===== config.mk =====
export PLATFORM = sky130hd
export DESIGN_NAME = srx_ctrl
export DESIGN_NICKNAME = d
export VERILOG_FILES = /design/src/verilog/srx_pkg.sv /design/src/verilog/srx_fifo.sv /design/src/verilog/srx_ctrl.sv
export SDC_FILE = /design/constraint.sdc
export NUM_CORES = 1
export LEC_CHECK = 0
export BUFFER_PORTS_ARGS = -buffer_cell sky130_fd_sc_hd__buf_4
export CAP_MARGIN = 10
export CELL_PAD_IN_SITES_DETAIL_PLACEMENT = 0
export CELL_PAD_IN_SITES_GLOBAL_PLACEMENT = 2
export CORE_AREA = 2 2 148 150
export CTS_CLUSTER_SIZE = 40
export DETAILED_ROUTE_END_ITERATION = 8
export DIE_AREA = 0 0 150 152
export GPL_ROUTABILITY_DRIVEN = 0
export GPL_TIMING_DRIVEN = 1
export PLACE_DENSITY_LB_ADDON = 0.3
export SYNTH_ARGS = -nofsm -noshare
export SYNTH_HDL_FRONTEND = slang
export SYNTH_SLANG_ARGS = --single-unit

===== constraint.sdc =====
create_clock -name clock -period 9.3 [get_ports clock]
set_clock_uncertainty 0.2 [all_clocks]
set_input_delay 1.395 -clock clock [delete_from_list [all_inputs] [get_ports clock]]
set_output_delay 1.395 -clock clock [all_outputs]
set_load 0.05 [all_outputs]

===== src/verilog/srx_pkg.sv =====
// Constants, field positions and types of the serial receive and
// interrupt control block.
// Assumes a single clock domain and one channel per instance.
package srx_pkg;
    // ---------------------------------------------------------------
    // Register pointer values.
    // ---------------------------------------------------------------
    localparam logic [2:0] REG_CMD = 3'h0;
    localparam logic [2:0] REG_MODE = 3'h1;
    localparam logic [2:0] REG_VEC = 3'h2;
    localparam logic [2:0] REG_RXP = 3'h3;
    localparam logic [2:0] RD_STAT = 3'h0;
    localparam logic [2:0] RD_SPEC = 3'h1;
    localparam logic [2:0] RD_VEC = 3'h2;
    localparam logic [7:0] REG_RST_VAL = 8'h00;
    // ---------------------------------------------------------------
    // Field positions.
    // ---------------------------------------------------------------
    localparam int MD_REQ_EN = 7;
    localparam int MD_REQ_FN = 6;
    localparam int MD_REQ_RX = 5;
    localparam int MD_RXI_LO = 3;
    localparam int MD_PAR_SP = 2;
    localparam int MD_TXI = 1;
    localparam int MD_EXT = 0;
    localparam int RP_LEN_LO = 6;
    localparam int RP_AUTO = 5;
    localparam int RP_HUNT = 4;
    localparam int RP_RXEN = 0;
    localparam int CMD_LO = 3;
    // ---------------------------------------------------------------
    // Commands, modes and vector status codes.
    // ---------------------------------------------------------------
    localparam logic [2:0] CMD_RST_EXT = 3'h2;
    localparam logic [2:0] CMD_NEXT_RX = 3'h4;
    localparam logic [2:0] CMD_RST_TX = 3'h5;
    localparam logic [2:0] CMD_ERR_RST = 3'h6;
    localparam logic [2:0] VS_TX = 3'h0;
    localparam logic [2:0] VS_EXT = 3'h1;
    localparam logic [2:0] VS_RX = 3'h2;
    localparam logic [2:0] VS_SPEC = 3'h3;
    localparam int FIFO_DEPTH = 8;
    localparam int FIFO_WIDTH = 11;
    typedef enum logic [1:0] {
        RXI_OFF = 2'h0, RXI_FIRST = 2'h1, RXI_ALL = 2'h2, RXI_SPEC = 2'h3
    } srx_rxi_type;
    typedef enum logic {WS_CMD = 1'b0, WS_REG = 1'b1} srx_wst_type;
    // Character length from the two length bits.
    function automatic logic [3:0] srx_char_len(input logic [1:0] code);
        case (code)
            2'h0: srx_char_len = 4'h5;
            2'h1: srx_char_len = 4'h7;
            2'h2: srx_char_len = 4'h6;
            default: srx_char_len = 4'h8;
        endcase
    endfunction : srx_char_len
endpackage : srx_pkg


===== src/verilog/srx_fifo.sv =====
// Receive character FIFO with valid and ready on both sides.
// Assumes one clock and a synchronous active-high reset.
module srx_fifo #(
    parameter int WIDTH = 11,
    parameter int DEPTH = 8
) (
    input wire logic clock,
    input wire logic sys_rst,
    input wire logic in_valid,
    output logic in_ready,
    input wire logic [WIDTH-1:0] in_data,
    output logic out_valid,
    input wire logic out_ready,
    output logic [WIDTH-1:0] out_data
);
    localparam int AW = $clog2(DEPTH);
    logic [WIDTH-1:0] mem_ff [DEPTH];
    logic [AW-1:0] wp_ff;
    logic [AW-1:0] rp_ff;
    logic [AW:0] cnt_ff;
    logic push;
    logic pop;

    assign in_ready = (cnt_ff != (AW+1)'(DEPTH));
    assign out_valid = (cnt_ff != '0);
    assign out_data = mem_ff[rp_ff];
    assign push = in_valid & in_ready;
    assign pop = out_valid & out_ready;

    always_ff @(posedge clock) begin
        if (push) begin
            mem_ff[wp_ff] <= in_data;
        end
    end

    always_ff @(posedge clock) begin
        if (sys_rst) begin
            wp_ff <= '0;
            rp_ff <= '0;
            cnt_ff <= '0;
        end else begin
            if (push) begin
                wp_ff <= (wp_ff == AW'(DEPTH-1)) ? '0 : wp_ff + 1'b1;
            end
            if (pop) begin
                rp_ff <= (rp_ff == AW'(DEPTH-1)) ? '0 : rp_ff + 1'b1;
            end
            cnt_ff <= cnt_ff + (AW+1)'(push) - (AW+1)'(pop);
        end
    end
endmodule : srx_fifo


===== src/verilog/srx_ctrl.sv =====
// Per-channel receive, interrupt and wait/request control.
// Assumes CPU strobes, serial bit strobes and transmitter events are on
// the clock domain; modem pins are asynchronous and are synchronised.
// Overview of operation
// RL1: Request disabled holds pin inactive: high for request, floating for wait.
// RL2: Request function drives the pin low when ready to transfer a byte.
// RL3: Wait function pulls the pin low when CPU accesses data too early.
// RL4: Bit 5 selects receive buffer or transmit buffer as the tracked state.
// RL5: External request changes only while not selected; held during a cycle.
// RL6: Request-on-transmit in synchronous modes pulses low one clock at CRC end.
// RL7: Wait on receive for early reads, on transmit for writes when full.
// RL8: Mode 00 blocks receive interrupts; special status still shows in vector.
// RL9: Mode 01 interrupts on first character or special condition.
// RL10: Overrun, framing, end of frame, selected parity are special; held.
// RL11: Mode 01 special pending lasts until error reset, reset or mode 00.
// RL12: Mode 10 interrupts every character; overrun and parity latched.
// RL13: Mode 11 interrupts only on special characters, held until error reset.
// RL14: Bit 2 makes parity errors special, ignored when parity is off.
// RL15: Special status modifies the vector, driven out on interrupt acknowledge.
// RL16: Transmit interrupt enable requests an interrupt when buffer empties.
// RL17: Bit 0 gates all external/status interrupts; reset clears it.
// RL18: One vector register; status insertion by status and high/low bits.
// RL19: Length bits: 00 five, 01 seven, 10 six, 11 eight bits.
// RL20: Length change accepted mid-character; unused bits read one when framed.
// RL21: Auto enables let carrier gate receiver and clear-to-send transmitter.
// RL22: Enter hunt starts sync search; match clears hunt and interrupts.
// RL23: Error reset clears latched errors and releases the held character.
// RL24: Command 100 re-arms interrupt on the next received character.
module srx_ctrl (
    input wire logic clock,
    input wire logic sys_rst,
    input wire logic chan_rst,
    input wire logic cpu_sel,
    input wire logic cpu_rd,
    input wire logic cpu_wr,
    input wire logic cpu_data_sel,
    input wire logic [7:0] cpu_wdata,
    input wire logic int_ack,
    output logic [7:0] cpu_rdata,
    output logic cpu_rdata_oe,
    output logic wreq_out,
    output logic wreq_oe,
    output logic rx_irq,
    output logic tx_irq,
    output logic ext_irq,
    input wire logic carrier_detect_pin,
    input wire logic cts_pin,
    input wire logic sync_pin,
    input wire logic rx_bit_stb,
    input wire logic rx_bit,
    input wire logic rx_frame_err,
    input wire logic rx_end_frame,
    input wire logic rx_abort,
    input wire logic rx_break,
    input wire logic rx_sync_match,
    input wire logic tx_char_taken,
    input wire logic tx_crc_start,
    input wire logic tx_crc_done,
    input wire logic tx_underrun_latch,
    input wire logic baud_zero,
    input wire logic parity_en,
    input wire logic parity_even,
    input wire logic async_mode,
    input wire logic sdlc_mode,
    input wire logic local_loop,
    input wire logic auto_echo,
    input wire logic tx_en_bit,
    input wire logic vector_carries_status,
    input wire logic vec_status_high,
    output logic [7:0] tx_data,
    output logic tx_data_valid,
    output logic tx_enable,
    output logic rx_enable
);
    import srx_pkg::*;
    // ---------------------------------------------------------------
    // Register access and command decode.
    // ---------------------------------------------------------------
    logic rst;
    srx_wst_type wst_ff;
    logic [2:0] ptr_ff;
    logic [7:0] mode_ff;
    logic [7:0] vec_ff;
    logic [7:0] rxp_ff;
    logic ctl_wr;
    logic ctl_rd;
    logic reg_wr;
    logic [2:0] cmd;
    logic cmd_wr;
    srx_rxi_type rxi;
    logic rdy;
    logic dat_rd;
    logic dat_wr;

    assign rst = sys_rst | chan_rst;
    assign ctl_wr = cpu_sel & cpu_wr & ~cpu_data_sel;
    assign ctl_rd = cpu_sel & cpu_rd & ~cpu_data_sel;
    assign reg_wr = ctl_wr & (wst_ff == WS_REG);
    assign cmd_wr = ctl_wr & ((wst_ff == WS_CMD) | (ptr_ff == REG_CMD));
    assign cmd = cpu_wdata[CMD_LO+:3];
    assign rxi = srx_rxi_type'(mode_ff[MD_RXI_LO+:2]);

    always_ff @(posedge clock) begin
        if (sys_rst) begin
            wst_ff <= WS_CMD;
            ptr_ff <= REG_CMD;
        end else if (ctl_wr | ctl_rd) begin
            wst_ff <= (ctl_wr & (wst_ff == WS_CMD) & (cpu_wdata[2:0] != REG_CMD)) ?
                WS_REG : WS_CMD;
            ptr_ff <= (ctl_wr & (wst_ff == WS_CMD)) ? cpu_wdata[2:0] : REG_CMD;
        end
    end

    always_ff @(posedge clock) begin
        if (rst) begin
            mode_ff <= REG_RST_VAL; // [RL17]
            rxp_ff <= REG_RST_VAL;
        end else if (reg_wr) begin
            if (ptr_ff == REG_MODE) begin
                mode_ff <= cpu_wdata;
            end
            if (ptr_ff == REG_RXP) begin
                rxp_ff <= cpu_wdata;
            end
        end
    end

    // Vector survives a channel reset, it is shared.
    always_ff @(posedge clock) begin
        if (sys_rst) begin
            vec_ff <= REG_RST_VAL;
        end else if (reg_wr & (ptr_ff == REG_VEC)) begin
            vec_ff <= cpu_wdata; // [RL18]
        end
    end

    // ---------------------------------------------------------------
    // Modem pin synchronisers and enables.
    // ---------------------------------------------------------------
    logic [1:0] dcd_sy_ff;
    logic [1:0] cts_sy_ff;
    logic [1:0] syn_sy_ff;
    logic [2:0] pin_old_ff;
    logic pin_chg;

    always_ff @(posedge clock) begin
        if (sys_rst) begin
            dcd_sy_ff <= 2'h0;
            cts_sy_ff <= 2'h0;
            syn_sy_ff <= 2'h0;
            pin_old_ff <= 3'h0;
        end else begin
            dcd_sy_ff <= {dcd_sy_ff[0], carrier_detect_pin};
            cts_sy_ff <= {cts_sy_ff[0], cts_pin};
            syn_sy_ff <= {syn_sy_ff[0], sync_pin};
            pin_old_ff <= {dcd_sy_ff[1], cts_sy_ff[1], syn_sy_ff[1]};
        end
    end
    assign pin_chg = pin_old_ff != {dcd_sy_ff[1], cts_sy_ff[1], syn_sy_ff[1]};

    always_ff @(posedge clock) begin
        if (rst) begin
            tx_enable <= 1'b0;
            rx_enable <= 1'b0;
        end else begin
            tx_enable <= tx_en_bit & (~rxp_ff[RP_AUTO] | cts_sy_ff[1] | auto_echo |
                local_loop); // [RL21]
            rx_enable <= rxp_ff[RP_RXEN] & (~rxp_ff[RP_AUTO] | dcd_sy_ff[1] |
                local_loop); // [RL21]
        end
    end

    // ---------------------------------------------------------------
    // Hunt and character assembly.
    // ---------------------------------------------------------------
    logic hunt_ff;
    logic [3:0] cnt_ff;
    logic [7:0] sh_ff;
    logic pbit_ff;
    logic [3:0] len;
    logic [3:0] tgt;
    logic [7:0] nsh;
    logic [7:0] mask;
    logic [7:0] alig;
    logic [7:0] chr;
    logic pb;
    logic par_err;
    logic asm_on;
    logic done;
    logic hunt_end;

    assign len = srx_char_len(rxp_ff[RP_LEN_LO+:2]); // [RL19]
    assign tgt = len + 4'(parity_en);
    assign asm_on = rx_enable & ~(hunt_ff & ~async_mode);
    assign nsh = (cnt_ff < len) ? {rx_bit, sh_ff[7:1]} : sh_ff;
    assign done = asm_on & rx_bit_stb & ((cnt_ff + 4'h1) >= tgt); // [RL20]
    assign mask = 8'hff << len;
    assign alig = nsh >> (4'h8 - len);
    assign chr = (async_mode | sdlc_mode) ? (alig | mask) : nsh; // [RL20]
    assign pb = (cnt_ff >= len) ? rx_bit : pbit_ff;
    assign par_err = parity_en & ((^alig) ^ pb ^ ~parity_even); // [RL14]
    assign hunt_end = hunt_ff & rx_sync_match;

    always_ff @(posedge clock) begin
        if (rst) begin
            hunt_ff <= 1'b1; // [RL22]
        end else if (rx_abort | ~rxp_ff[RP_RXEN] |
                (reg_wr & (ptr_ff == REG_RXP) & cpu_wdata[RP_HUNT])) begin
            hunt_ff <= 1'b1; // [RL22]
        end else if (rx_sync_match) begin
            hunt_ff <= 1'b0; // [RL22]
        end
    end

    always_ff @(posedge clock) begin
        if (rst | ~asm_on) begin
            cnt_ff <= 4'h0;
            sh_ff <= 8'h00;
            pbit_ff <= 1'b0;
        end else if (rx_bit_stb) begin
            cnt_ff <= done ? 4'h0 : cnt_ff + 4'h1;
            sh_ff <= done ? 8'h00 : nsh;
            pbit_ff <= pb;
        end
    end

    // ---------------------------------------------------------------
    // Receive FIFO and special conditions.
    // ---------------------------------------------------------------
    logic fin_ready;
    logic fout_valid;
    logic fout_ready;
    logic [10:0] fout_data;
    logic par_sp;
    logic head_spec;
    logic hold;
    logic err_rst;
    logic [3:0] spec_ff;
    logic spec_pend_ff;
    logic armed_ff;

    assign par_sp = par_err & mode_ff[MD_PAR_SP]; // [RL14]
    assign head_spec = fout_valid & (|fout_data[10:8]); // [RL10]
    assign hold = head_spec & ((rxi == RXI_FIRST) | (rxi == RXI_SPEC)); // [RL13]
    assign err_rst = cmd_wr & (cmd == CMD_ERR_RST);
    assign dat_rd = cpu_sel & cpu_rd & cpu_data_sel & fout_valid & ~hold; // [RL7]
    assign fout_ready = dat_rd | (err_rst & hold); // [RL23]

    srx_fifo #(
        .WIDTH(FIFO_WIDTH),
        .DEPTH(FIFO_DEPTH)
    ) u_fifo (
        .clock(clock),
        .sys_rst(rst),
        .in_valid(done),
        .in_ready(fin_ready),
        .in_data({rx_end_frame, rx_frame_err, par_sp, chr}),
        .out_valid(fout_valid),
        .out_ready(fout_ready),
        .out_data(fout_data)
    );

    // Bits: 3 end of frame, 2 framing, 1 overrun, 0 parity.
    always_ff @(posedge clock) begin
        if (rst) begin
            spec_ff <= 4'h0;
        end else begin
            spec_ff <= (err_rst ? 4'h0 : spec_ff) | // [RL23]
                ({4{done}} & {rx_end_frame, rx_frame_err, ~fin_ready, par_sp}); // [RL12]
        end
    end

    always_ff @(posedge clock) begin
        if (rst) begin
            spec_pend_ff <= 1'b0;
        end else if ((rxi != RXI_OFF) & ((head_spec & ~err_rst) | (done & ~fin_ready))) begin
            spec_pend_ff <= 1'b1; // [RL10]
        end else if (err_rst | (rxi == RXI_OFF)) begin
            spec_pend_ff <= 1'b0; // [RL11]
        end
    end

    always_ff @(posedge clock) begin
        if (rst) begin
            armed_ff <= 1'b1;
        end else if (cmd_wr & (cmd == CMD_NEXT_RX)) begin
            armed_ff <= 1'b1; // [RL24]
        end else if (dat_rd & (rxi == RXI_FIRST)) begin
            armed_ff <= 1'b0;
        end
    end

    // ---------------------------------------------------------------
    // Transmit buffer and interrupt sources.
    // ---------------------------------------------------------------
    logic tx_pend_ff;
    logic ext_pend_ff;
    logic rx_req;
    logic ext_evt;

    assign dat_wr = cpu_sel & cpu_wr & cpu_data_sel & ~tx_data_valid; // [RL7]
    assign ext_evt = pin_chg | rx_break | rx_abort | baud_zero | hunt_end |
        (tx_crc_start & tx_underrun_latch);

    always_ff @(posedge clock) begin
        if (rst) begin
            tx_data_valid <= 1'b0;
            tx_data <= 8'h00;
        end else if (dat_wr) begin
            tx_data_valid <= 1'b1;
            tx_data <= cpu_wdata;
        end else if (tx_char_taken) begin
            tx_data_valid <= 1'b0;
        end
    end

    always_ff @(posedge clock) begin
        if (rst) begin
            tx_pend_ff <= 1'b0;
        end else if (tx_char_taken & mode_ff[MD_TXI]) begin
            tx_pend_ff <= 1'b1; // [RL16]
        end else if (dat_wr | (cmd_wr & (cmd == CMD_RST_TX)) | ~mode_ff[MD_TXI]) begin
            tx_pend_ff <= 1'b0;
        end
    end

    always_ff @(posedge clock) begin
        if (rst) begin
            ext_pend_ff <= 1'b0;
        end else if (ext_evt & mode_ff[MD_EXT]) begin
            ext_pend_ff <= 1'b1; // [RL17] [RL22]
        end else if ((cmd_wr & (cmd == CMD_RST_EXT)) | ~mode_ff[MD_EXT]) begin
            ext_pend_ff <= 1'b0; // [RL17]
        end
    end

    always_comb begin
        case (rxi)
            RXI_OFF: rx_req = 1'b0; // [RL8]
            RXI_FIRST: rx_req = (armed_ff & fout_valid) | spec_pend_ff; // [RL9]
            RXI_ALL: rx_req = fout_valid | spec_pend_ff; // [RL12]
            RXI_SPEC: rx_req = spec_pend_ff; // [RL13]
            default: rx_req = 1'b0;
        endcase
    end

    always_ff @(posedge clock) begin
        if (rst) begin
            rx_irq <= 1'b0;
            tx_irq <= 1'b0;
            ext_irq <= 1'b0;
        end else begin
            rx_irq <= rx_req;
            tx_irq <= tx_pend_ff;
            ext_irq <= ext_pend_ff;
        end
    end

    // ---------------------------------------------------------------
    // Vector, status read-back and data bus.
    // ---------------------------------------------------------------
    logic [2:0] vcode;
    logic [7:0] vmod;
    logic [7:0] stat;
    logic [7:0] rd_val;

    always_comb begin
        if (spec_pend_ff | (|spec_ff) | head_spec) begin
            vcode = VS_SPEC; // [RL8] [RL15]
        end else if (rx_req) begin
            vcode = VS_RX;
        end else if (tx_pend_ff) begin
            vcode = VS_TX;
        end else if (ext_pend_ff) begin
            vcode = VS_EXT;
        end else begin
            vcode = VS_TX;
        end
        if (~vector_carries_status) begin
            vmod = vec_ff; // [RL18]
        end else if (vec_status_high) begin
            vmod = {vec_ff[7], vcode[0], vcode[1], vcode[2], vec_ff[3:0]}; // [RL18]
        end else begin
            vmod = {vec_ff[7:4], vcode, vec_ff[0]}; // [RL18]
        end
    end

    assign stat = {rx_break, cts_sy_ff[1], hunt_ff, dcd_sy_ff[1], ~tx_data_valid,
        1'b0, 1'b0, fout_valid};
    always_comb begin
        case (ptr_ff)
            RD_STAT: rd_val = stat;
            RD_SPEC: rd_val = {spec_ff[3], spec_ff[2], spec_ff[1], spec_ff[0], 4'h0};
            RD_VEC: rd_val = vmod; // [RL8]
            default: rd_val = 8'h00;
        endcase
    end

    always_ff @(posedge clock) begin
        if (rst) begin
            cpu_rdata <= 8'h00;
            cpu_rdata_oe <= 1'b0;
        end else begin
            cpu_rdata_oe <= int_ack | dat_rd | ctl_rd;
            if (int_ack) begin
                cpu_rdata <= vmod; // [RL15]
            end else if (dat_rd) begin
                cpu_rdata <= fout_data[7:0];
            end else if (ctl_rd) begin
                cpu_rdata <= rd_val;
            end
        end
    end

    // ---------------------------------------------------------------
    // Wait/request pin.
    // ---------------------------------------------------------------
    logic req_en;
    logic req_fn;
    logic req_rx;
    logic crc_pls;
    logic early;

    assign req_en = mode_ff[MD_REQ_EN];
    assign req_fn = mode_ff[MD_REQ_FN];
    assign req_rx = mode_ff[MD_REQ_RX];
    assign rdy = req_rx ? (fout_valid & ~hold) : ~tx_data_valid; // [RL4]
    assign crc_pls = req_en & req_fn & ~req_rx & ~async_mode & tx_crc_done; // [RL6]
    assign early = cpu_sel & cpu_data_sel & ((req_rx & cpu_rd & ~rdy) |
        (~req_rx & cpu_wr & ~rdy)); // [RL7]

    always_ff @(posedge clock) begin
        if (rst) begin
            wreq_out <= 1'b1;
            wreq_oe <= 1'b0;
        end else if (~req_en) begin
            wreq_out <= 1'b1; // [RL1]
            wreq_oe <= req_fn; // [RL1]
        end else if (req_fn) begin
            wreq_oe <= 1'b1;
            if (crc_pls) begin
                wreq_out <= 1'b0; // [RL6]
            end else if (~cpu_sel) begin
                wreq_out <= ~rdy; // [RL2] [RL5]
            end
        end else begin
            wreq_out <= 1'b0; // [RL3]
            wreq_oe <= early; // [RL3]
        end
    end
endmodule : srx_ctrl


After elaboration in Yosys (flattened, before gate mapping)
Memory sizes are Yosys's and may differ from the RTL's. A register that Yosys moved wholly into a read port is not among the register bits.
Index checks and enable logic that the tools add are counted.
{ "totals": {"ramBits": 88, "input_bits": 40, "mem_count": 1, "output_inout_bits": 25, "regBits": 94} }
{ "classes": {"mux": 40, "reduce_logical": 19, "n_lt_le_gt_ge": 3, "add_sub_neg": 7, "n_eq_ne": 17, "bitwise_logic": 106, "n_shift": 2} }
{ "memory_table": {"columns": ["name", "depth", "word_bits", "rd", "rd_clocked_by_memory_dff", "write_ports", "line", "text"], "rows": [
  ["u_fifo.mem_ff", 8, 11, 1, 1, 1, "srx_fifo.sv:17", "logic [WIDTH-1:0] mem_ff [DEPTH];"]
]} }
{ "op_table": {"columns": ["cell", "n"], "rows": [
  ["1-bit AND", 53],
  ["8-bit 2-to-1 mux", 6],
  ["1-bit bitwise OR", 31],
  ["8-bit one-hot mux with 3 select lines", 1],
  ["1-bit 2-to-1 mux", 20],
  ["1-bit NOT", 17],
  ["3-bit equality test, second input constant", 5],
  ["3-bit 2-to-1 mux", 5],
  ["7-bit 2-to-1 mux", 2],
  ["4-bit one-hot mux with 3 select lines", 1],
  ["2-bit nonzero test", 5],
  ["3-bit by 2-bit equality test with 1-bit output, second input constant", 3],
  ["4-bit by 1-bit adder with 4-bit output", 2],
  ["4-bit greater-or-equal comparator", 2],
  ["4-bit 2-to-1 mux", 2],
  ["8-bit bitwise OR", 1],
  ["8-bit parity", 1],
  ["8-bit by 4-bit << shifter with 8-bit output, first input constant", 1],
  ["8-bit by 4-bit right shift with 8-bit output", 1],
  ["3-bit by 1-bit adder with 3-bit output, second input constant", 2],
  ["2-bit equality test, second input constant", 3],
  ["3-bit nonzero test", 2],
  ["2-bit OR reduction", 3],
  ["4-bit by 1-bit adder with 4-bit output, second input constant", 1],
  ["other kinds (19)", 24]
]} }

Depth between registers and ports, before layout
Gate-level depths: netlist of the first run.
{ "depth": {"word_depth": 12, "mapped_depth": 20, "mapped_depth_nobuf": 19} }

Hierarchy
A second synthesis of the first run with hierarchy kept.
{ "hier_totals": {"hier_cells": 758, "area_unflattened_um2": 8624.5} }
{ "modules_own_cells": {"columns": ["mod", "instances", "cells_per_inst", "area_per_inst_um2"], "rows": [
  ["srx_ctrl", 1, 555, 4535.6],
  ["srx_fifo", 1, 203, 4088.9]
]} }

Worst setup path after synthesis of the first run
OpenSTA, ideal clock, no wires.
{ "synth_timing": {"kind": "input -> register", "startpoint": "input port parity_en", "endpoint": "memory u_fifo.mem_ff[2][0], enable pin", "slack_ns": 4.073, "path_buffers": 0, "arrival_ns": 4.615, "t_required_ns": 8.688, "stages": 10, "cell_sequence": "ha_1 > fa_1 > inv_1 > ha_1 > a21o_1 > a21o_1 > a21oi_1 > nor3_1 > nand2_1 > nor4b_1"} }
{ "synth_via": {"elab_chain_len": 6} }
{ "synth_lines": {"columns": ["item", "line", "text"], "rows": [
  ["from (decl)", "srx_ctrl.sv:61", "input wire logic parity_en,"],
  ["4-bit by 1-bit adder with 4-bit output", "srx_ctrl.sv:193", "assign tgt = len + 4'(parity_en);"],
  ["4-bit greater-or-equal comparator", "srx_ctrl.sv:196", "assign done = asm_on & rx_bit_stb & ((cnt_ff + 4'h1) >= tgt);"],
  ["1-bit AND", "srx_ctrl.sv:196", null],
  ["1-bit AND", "srx_fifo.sv:27", "assign push = in_valid & in_ready;"],
  ["1-bit 2-to-1 mux", "srx_fifo.sv:31", "if (push) begin"],
  ["1-bit 2-to-1 mux (not written as such)", "srx_fifo.sv:32", "mem_ff[wp_ff] <= in_data;"],
  ["to (decl)", "srx_fifo.sv:17", null]
]} }
No other way between the ends.

Final worst setup path of the first run
{ "layout_timing": {"startpoint": "register rxp_ff[6]", "endpoint": "memory u_fifo.mem_ff[7][3], enable pin"} }
{ "layout_via": {"elab_chain_len": 8, "elab_cells_between_ends": 10, "cone_classes": "add/sub: 1; order compare: 1; eq/ne: 2; mux: 3; bitwise: 2; reduce/logical: 1"} }
{ "layout_lines": {"columns": ["item", "line", "text"], "rows": [
  ["from (decl)", "srx_ctrl.sv:84", "logic [7:0] rxp_ff;"],
  ["from (signal assigned)", "srx_ctrl.sv:123", "rxp_ff <= cpu_wdata;"],
  ["2-bit equality test (tied with other cells)", "srx_pkg.sv:50", "case (code)"],
  ["4-bit one-hot mux with 3 select lines (*)", "srx_pkg.sv:50", null],
  ["4-bit by 1-bit adder with 4-bit output (*)", "srx_ctrl.sv:193", null],
  ["4-bit greater-or-equal comparator (*)", "srx_ctrl.sv:196", null],
  ["1-bit AND (*)", "srx_ctrl.sv:196", null],
  ["1-bit AND (*)", "srx_fifo.sv:27", null],
  ["named net u_fifo.push", "srx_fifo.sv:21", "logic push;"],
  ["1-bit 2-to-1 mux (*)", "srx_fifo.sv:31", null],
  ["1-bit 2-to-1 mux (not written as such) (*)", "srx_fifo.sv:32", null]
]} }
The timed path passes the listed nets; every way through them passes the cells marked *.

==> metrics.cfg, run 1 <==
[status]
status = complete, no violations

[sta]
rsz0062_at_grt = no
timing.hold.ws_ns = 0.219
min_period_over_period_pct = 62.5
min_period_ns = 5.81
fmax_ghz = 0.172
drv_slew = 0
slew_headroom_pct = 23.9
hold_viol = 0
fin_tns_setup_ns = 0
setup_viol = 0
worstMarginPinSlew_ns = 1.14

[route]
drt_iter0_markers = 379
vias = 6022
viasPerCell = 5.42
drc_errors = 0
wl_per_cell_um = 19.3
drt_pass1_iterations = 4
drt_wl_total_um = 21400
antenna_left = 0

[clock_network]
cts_buffer_depth = 2
holdBufCountCts = 0
cts.sinks = 181
cts_buffers = 17
path_clk_slew_ns = 0.07
post_cts_buffers = 0
cts-htree-levels = 4
cts.repair.resized = 0
cts_root_buf = clkbuf_16
clk_latency_ns = 0.42
cts_tree = built

[global_routing]
grt_pass1_vias = 5878
grt_max_degree = 40
track_usage_pct = 19.3
overflow = 0
grt_pass1_wl_um = 33500
antenna_found_initial = 0

[placement]
hpwl_um = 15500
io_buffers = 64
dp.cells = 1078

[yosys]
netlist_area_sq_um = 8400
synth_ff_type = dfxtp_1
synth_edf_count = 88
synth_async_sr_flop_share_pct = 0
yosys_warnings = 0
yosys.cell_types.count = 73
syn_avg_cell_area_sq_um = 11.0
synth_seq_area_share_pct = 53.6
synthTopCellsByArea = edfxtp_1, dfxtp_1, mux4_2, ha_1, mux2i_1
synth_nets = 836
yosys_register_bits = 181
synthDominantCellAreaShare_pct = 31.5
syn_inst = 764
yosys.area.top_type = edfxtp_1

[final_layout]
fillers = 2009
multi_input_area_sq_um = 3600
ff_latch_area_sq_um = 4500
diodes = 0
instances_no_fill = 1111
area_growth_pct = 14.7
layout-drive-gt1-share_pct = 17.0
layout.nets = 890

[pwr]
p_leak_nw = 3.54
p_per_area_nw_per_um2 = 163
peakVddDrop_v = 0.000128

[floorplan]
core_sq_um = 21400
rows = 54
die_width_um = 150
pin_count = 65
die-area_sq_um = 22800
initial_core_util_pct = 39.3
die_y_um = 152

[setup_path]
start_kind = flip-flop
end_kind = flip-flop
criticalPathCategory = flip-flop to flip-flop
cp.required_ns = 9.15
cp_max_fo = 15
arrival_ns = 5.66

[min_path]
hold_class = flip-flop to flip-flop

[flow_run]
drv_cap = 0

[flip-flops by register name (all words and copies together) (netlist names), 2 cells and up, named ones only]
signal and count:
cnt_ff 4, cpu_rdata 8, cts_sy_ff 2, dcd_sy_ff 2, mode_ff 8, pin_old_ff 3
ptr_ff 3, rxp_ff 4, sh_ff 8, spec_ff 4, syn_sy_ff 2, tx_data 8
u_fifo.cnt_ff 4, u_fifo.mem_ff 88, u_fifo.rp_ff 3, u_fifo.wp_ff 3, vec_ff 8
[final timing paths]
kind	slack [ns]	start	to	cells after the start
worst max-delay path	3.49	rxp_ff[6]	u_fifo.mem_ff[7][3]	16
worst min-delay path	0.22	mode_ff[7]	wreq_out	1
worst max register to register	3.49	rxp_ff[6]	u_fifo.mem_ff[7][3]	16
worst min register to register	0.22	mode_ff[7]	wreq_out	1
[cells by family (layout without fill, tap and decap cells)]
group	Yosys count	count (layout)	synth area share, %
compound gates	161	161	12.7
xor+xnor	13	13	1.61
fa+ha+maj	32	32	4.95
buf+inv	68	135	3.67
flops	181	181	53.6
mux	55	55	9.19
simple gates	254	254	14.2
[Yosys cell counts (2+ instances only)]
cell type and n:
dfxtp_1 93, edfxtp_1 88, nor2_1 87, a21oi_1 66, nand2_1 65, mux2i_1 34, ha_1 30, inv_1 29
clkbuf_1 21, nand3_1 19, nor3_1 19, mux4_2 17, o21ai_0 16, a22oi_1 14, nor2b_1 12, nor4_1 10
a211oi_1 9, a21o_1 8, a31oi_1 7, and2_1 7, buf_2 7, nand4_1 6, xor2_1 6, nand2b_1 5
o22ai_1 5, xnor2_1 5, and3_1 4, o211a_1 4, clkbuf_4 3, mux2_2 3, nand3b_1 3, nand4b_1 3
nor3b_1 3, o21ai_1 3, o221a_2 3, o221ai_1 3, or2_2 3, or3_1 3, a22o_1 2, buf_4 2
buf_6 2, fa_1 2, o2111ai_1 2, o211ai_1 2
[per-layer routing]
layer / vias to the layer above / routed length (um) / track usage, %
met2: 146 / 10500 / 31.6
li1: 2910 / - / -
met3: 20 / 899 / 3.36
met4: 0 / 363 / 5.75
met1: 2946 / 9640 / 26.2
met5: - / 0 / 0
[critical path: stages, from the launching register on]
cell      delay (ns)
dfxtp_1         0.46
inv_1           0.08
ha_1            0.25
o21bai_1        0.64
inv_2           0.29
ha_1            0.28
fa_1            0.48
inv_1           0.04
ha_1            0.26
a21o_1          0.10
a21o_1          0.11
a21oi_1         0.07
nor3_1          0.68
nand2_1         0.39
inv_1           0.24
nand2_1         0.14
nor2_1          0.72
[power by group]
group | leakage (nW) | internal [mW] | switching, mW | total (mW)
combinational | 1.72 | 0.0271 | 0.0507 | 0.0778
sequential | 1.55 | 0.838 | 0.00358 | 0.842
clock | 0.269 | 0.349 | 0.299 | 0.649
total | 3.54 | 1.21 | 0.354 | 1.57
[cell type report]
class / count / area share, %
clock inverter: 12 / 0.818
timing repair buffer: 72 / 5.61
inverter: 31 / 1.21
multi-input combinational: 515 / 37.3
sequential: 181 / 46.8
tap: 280 / 3.64
clock buffer: 20 / 4.64
[cells in the final DEF, fill, tap and decap left out, drive strengths merged, types with 14 or more instances in the layout]
master	count
a21oi	66
a22oi	14
buf	72
clkbuf	20
dfxtp	93
edfxtp	88
ha	30
inv	38
mux2i	34
mux4	17
nand2	65
nand3	19
nor2	89
nor3	19
o21ai	20
[stage by stage]
step | utilization, % | worst slack [ns] | area, sq um | power (mW)
after floorplan | - | 4.07 | 8400 | 0.900
after global placement | 42.6 | 3.65 | 9100 | 0.937
after detailed placement | 42.6 | 3.42 | 9100 | 0.938
after CTS | 45.1 | 3.41 | 9630 | 1.58
after global routing | 45.1 | 2.95 | 9630 | 1.62
final | 45.1 | 3.49 | 9630 | 1.57
No activity file was read; power rests on OpenSTA's default activity.
==> inputs of run 2 (changes only) <==
- CORE_AREA: 2 2 148 150 -> 2 2 156 158
- DIE_AREA: 0 0 150 152 -> 0 0 158 160
- clock period: 9.3 -> 5.1 ns (I/O delays scaled with it)
==> run 2 against run 1 <==
- sequential share of layout area is 0.89 points lower
- via count is 0.22% higher
- final cell count is 4.6% higher
- combinational power is 80% higher
- total power is 91% higher
- critical path type unchanged
- critical endpoint is now u_fifo.mem_ff[6][8]
- largest power group unchanged
==> metrics.cfg, run 2 (synthesized netlist as in run 1, its figures left out) <==
[status]
status = complete, no violations

[clock_network]
path_clk_slew_ns = 0.07  ; about the same
cts_root_buf = clkbuf_16
cts_buffer_depth = 2  ; unchanged
cts_tree = built
post_cts_buffers = 0  ; unchanged
cts.repair.resized = 0  ; unchanged
clk_latency_ns = 0.44  ; +0.02 ns
cts.sinks = 181  ; unchanged
holdBufCountCts = 0  ; unchanged
cts-htree-levels = 4  ; unchanged
cts_buffers = 17  ; unchanged

[setup_path]
reg2reg_from = rxp_ff[6]
path_delay_family = compound AO/OA/AOI/OAI gates
start_kind = flip-flop
cpMostUsedCell = ha_1
cpMaxStageDelayCell = nor2_1
critPathBufInv = 1  ; -3
cp_max_fo = 15  ; unchanged
arrival_ns = 4.55  ; -1.11 ns
cp.required_ns = 5.06  ; -4.09 ns
reg2reg_setup_slack_ns = 0.50  ; -2.98 ns
criticalPathCategory = flip-flop to flip-flop
slowest_delay_ns = 0.45  ; -0.27 ns
cp_cell_sequence = ha_1 -> o21bai_1 -> inv_2 -> ha_1 -> nor2b_4 -> o31a_4 -> nor2_4 -> mux2_4 -> a22o_1 -> o221a_4 -> xnor2_2 -> xnor3_1 -> xor2_1 -> nor2_1
critPathLaunch = rxp_ff[6]
end_kind = flip-flop
r2r-end = u_fifo.mem_ff[6][8]
reg2reg_depth = 14  ; -2

[global_routing]
grt_max_degree = 40  ; unchanged
overflow = 0  ; unchanged
track_usage_pct = 17.1  ; -2.2 points
antenna_found_initial = 0  ; unchanged
grt_pass1_wl_um = 32900  ; -1.8%
grt_pass1_vias = 5955  ; +1.3%

[sta]
setup_ws_ns = 0.505  ; -2.98 ns
setup_viol = 0  ; unchanged
drv_slew = 0  ; unchanged
rsz0062_at_grt = no
fin_tns_setup_ns = 0  ; unchanged
min_period_over_period_pct = 90.1  ; +28 points
min_period_ns = 4.60  ; -1.22 ns
worstMarginPinSlew_ns = 1.01  ; -0.128 ns
fmax_ghz = 0.218  ; +27%
hold_viol = 0  ; unchanged
slew_headroom_pct = 31.7  ; +7.8 points

[final_layout]
largest_reg_flops = 88  ; unchanged
final_common_cell = dfxtp_1
fillers = 2314  ; +15%
layout-drive-gt1-share_pct = 18.1  ; +1.2 points
final_util_pct = 41.2  ; -3.9 points
diodes = 0  ; unchanged
layout.nets = 897  ; +0.79%
top_register = u_fifo.mem_ff
area_growth_pct = 17.0
final_cell_mix = dfxtp_1, edfxtp_1, nor2_1

[route]
drc_errors = 0  ; unchanged
wl_per_cell_um = 18.0  ; -6.5%
drt_iter0_markers = 379  ; unchanged
vias = 6035  ; +0.22%
antenna_left = 0  ; unchanged
drt_wl_total_um = 20900  ; -2.3%
drt_pass1_iterations = 5  ; +1
viasPerCell = 5.19  ; -4.2%

[floorplan]
die-area_sq_um = 25300  ; +11%
initial_core_util_pct = 35.3  ; -4.1 points
pin_count = 65  ; unchanged
rows = 57  ; +5.6%
die_y_um = 160  ; +5.3%
die_width_um = 158  ; +5.3%
core_sq_um = 23800  ; +12%

[pwr]
peakVddDrop_v = 0.000190  ; +49%
p_leak_nw = 3.60  ; +1.8%
p_per_area_nw_per_um2 = 305  ; +88%

[min_path]
whs_path_depth = 1  ; unchanged
min_to = wreq_out
hold_class = flip-flop to flip-flop
hold_start = mode_ff[7]

[placement]
pre_cts_ws_ns = 0.515  ; -2.91 ns
hpwl_um = 15400  ; -0.97%
io_buffers = 64  ; unchanged

[flow_run]
drv_cap = 0  ; unchanged

-- run 2: cell types whose count changed in the layout (fill, tap and decap cells not counted), sizes merged --
cell,previous run,this run
buf,72,79
bufinv,0,1
clkbuf,20,17
clkinv,4,6
-- run 2: power breakdown --
| group | switching, mW | total (mW) | internal, mW |
|---|---|---|---|
| Sequential | 0.00683 | 1.53 | 1.53 |
| Clock | 0.622 | 1.33 | 0.704 |
| Combinational | 0.0902 | 0.140 | 0.0494 |
-- run 2: through the flow --
stage	std cells	area (sq um)	power (mW)	hold slack, ns
final	1162	9820	3.00	0.221
after global routing	1162	9820	3.10	0.240
after CTS	1162	9820	3.03	0.222
after detailed placement	1130	9220	1.71	0.204
after global placement	1130	9220	1.71	0.213
after floorplan	764	8400	1.64	0.180
-- run 2: worst max path at each step --
| stage | cells past startpoint | slack, ns | end |
|---|---|---|---|
| 4_1_cts | 14 | 0.48 | u_fifo.mem_ff[6][8] |
| 6_report | 14 | 0.50 | u_fifo.mem_ff[6][8] |
| 5_1_grt | 14 | 0.20 | u_fifo.mem_ff[5][1] |
| 2_1_floorplan | 15 | 0.07 | u_fifo.mem_ff[2][0] |
| 3_5_place_dp | 14 | 0.51 | u_fifo.mem_ff[3][8] |
| 3_3_place_gp | 14 | 0.58 | u_fifo.mem_ff[1][8] |
-- run 2: metal layers --
metal | vias up | wire, um | track usage, %
li1 | 2924 | - | -
met3 | 38 | 654 | 2.63
met1 | 2942 | 9740 | 22.9
met4 | 0 | 465 | 6.22
met2 | 131 | 10100 | 28.0
met5 | - | 0 | 0
-- run 2: final cells by class --
type / count / area, sq um / area share [%]
Sequential cell: 181 / 4500 / 45.9
Multi-Input combinational cell: 515 / 3600 / 36.6
Timing Repair Buffer: 79 / 593 / 6.04
Clock buffer: 17 / 425 / 4.33
Tap cell: 324 / 405 / 4.13
Clock inverter: 15 / 179 / 1.82
Inverter: 31 / 116 / 1.18
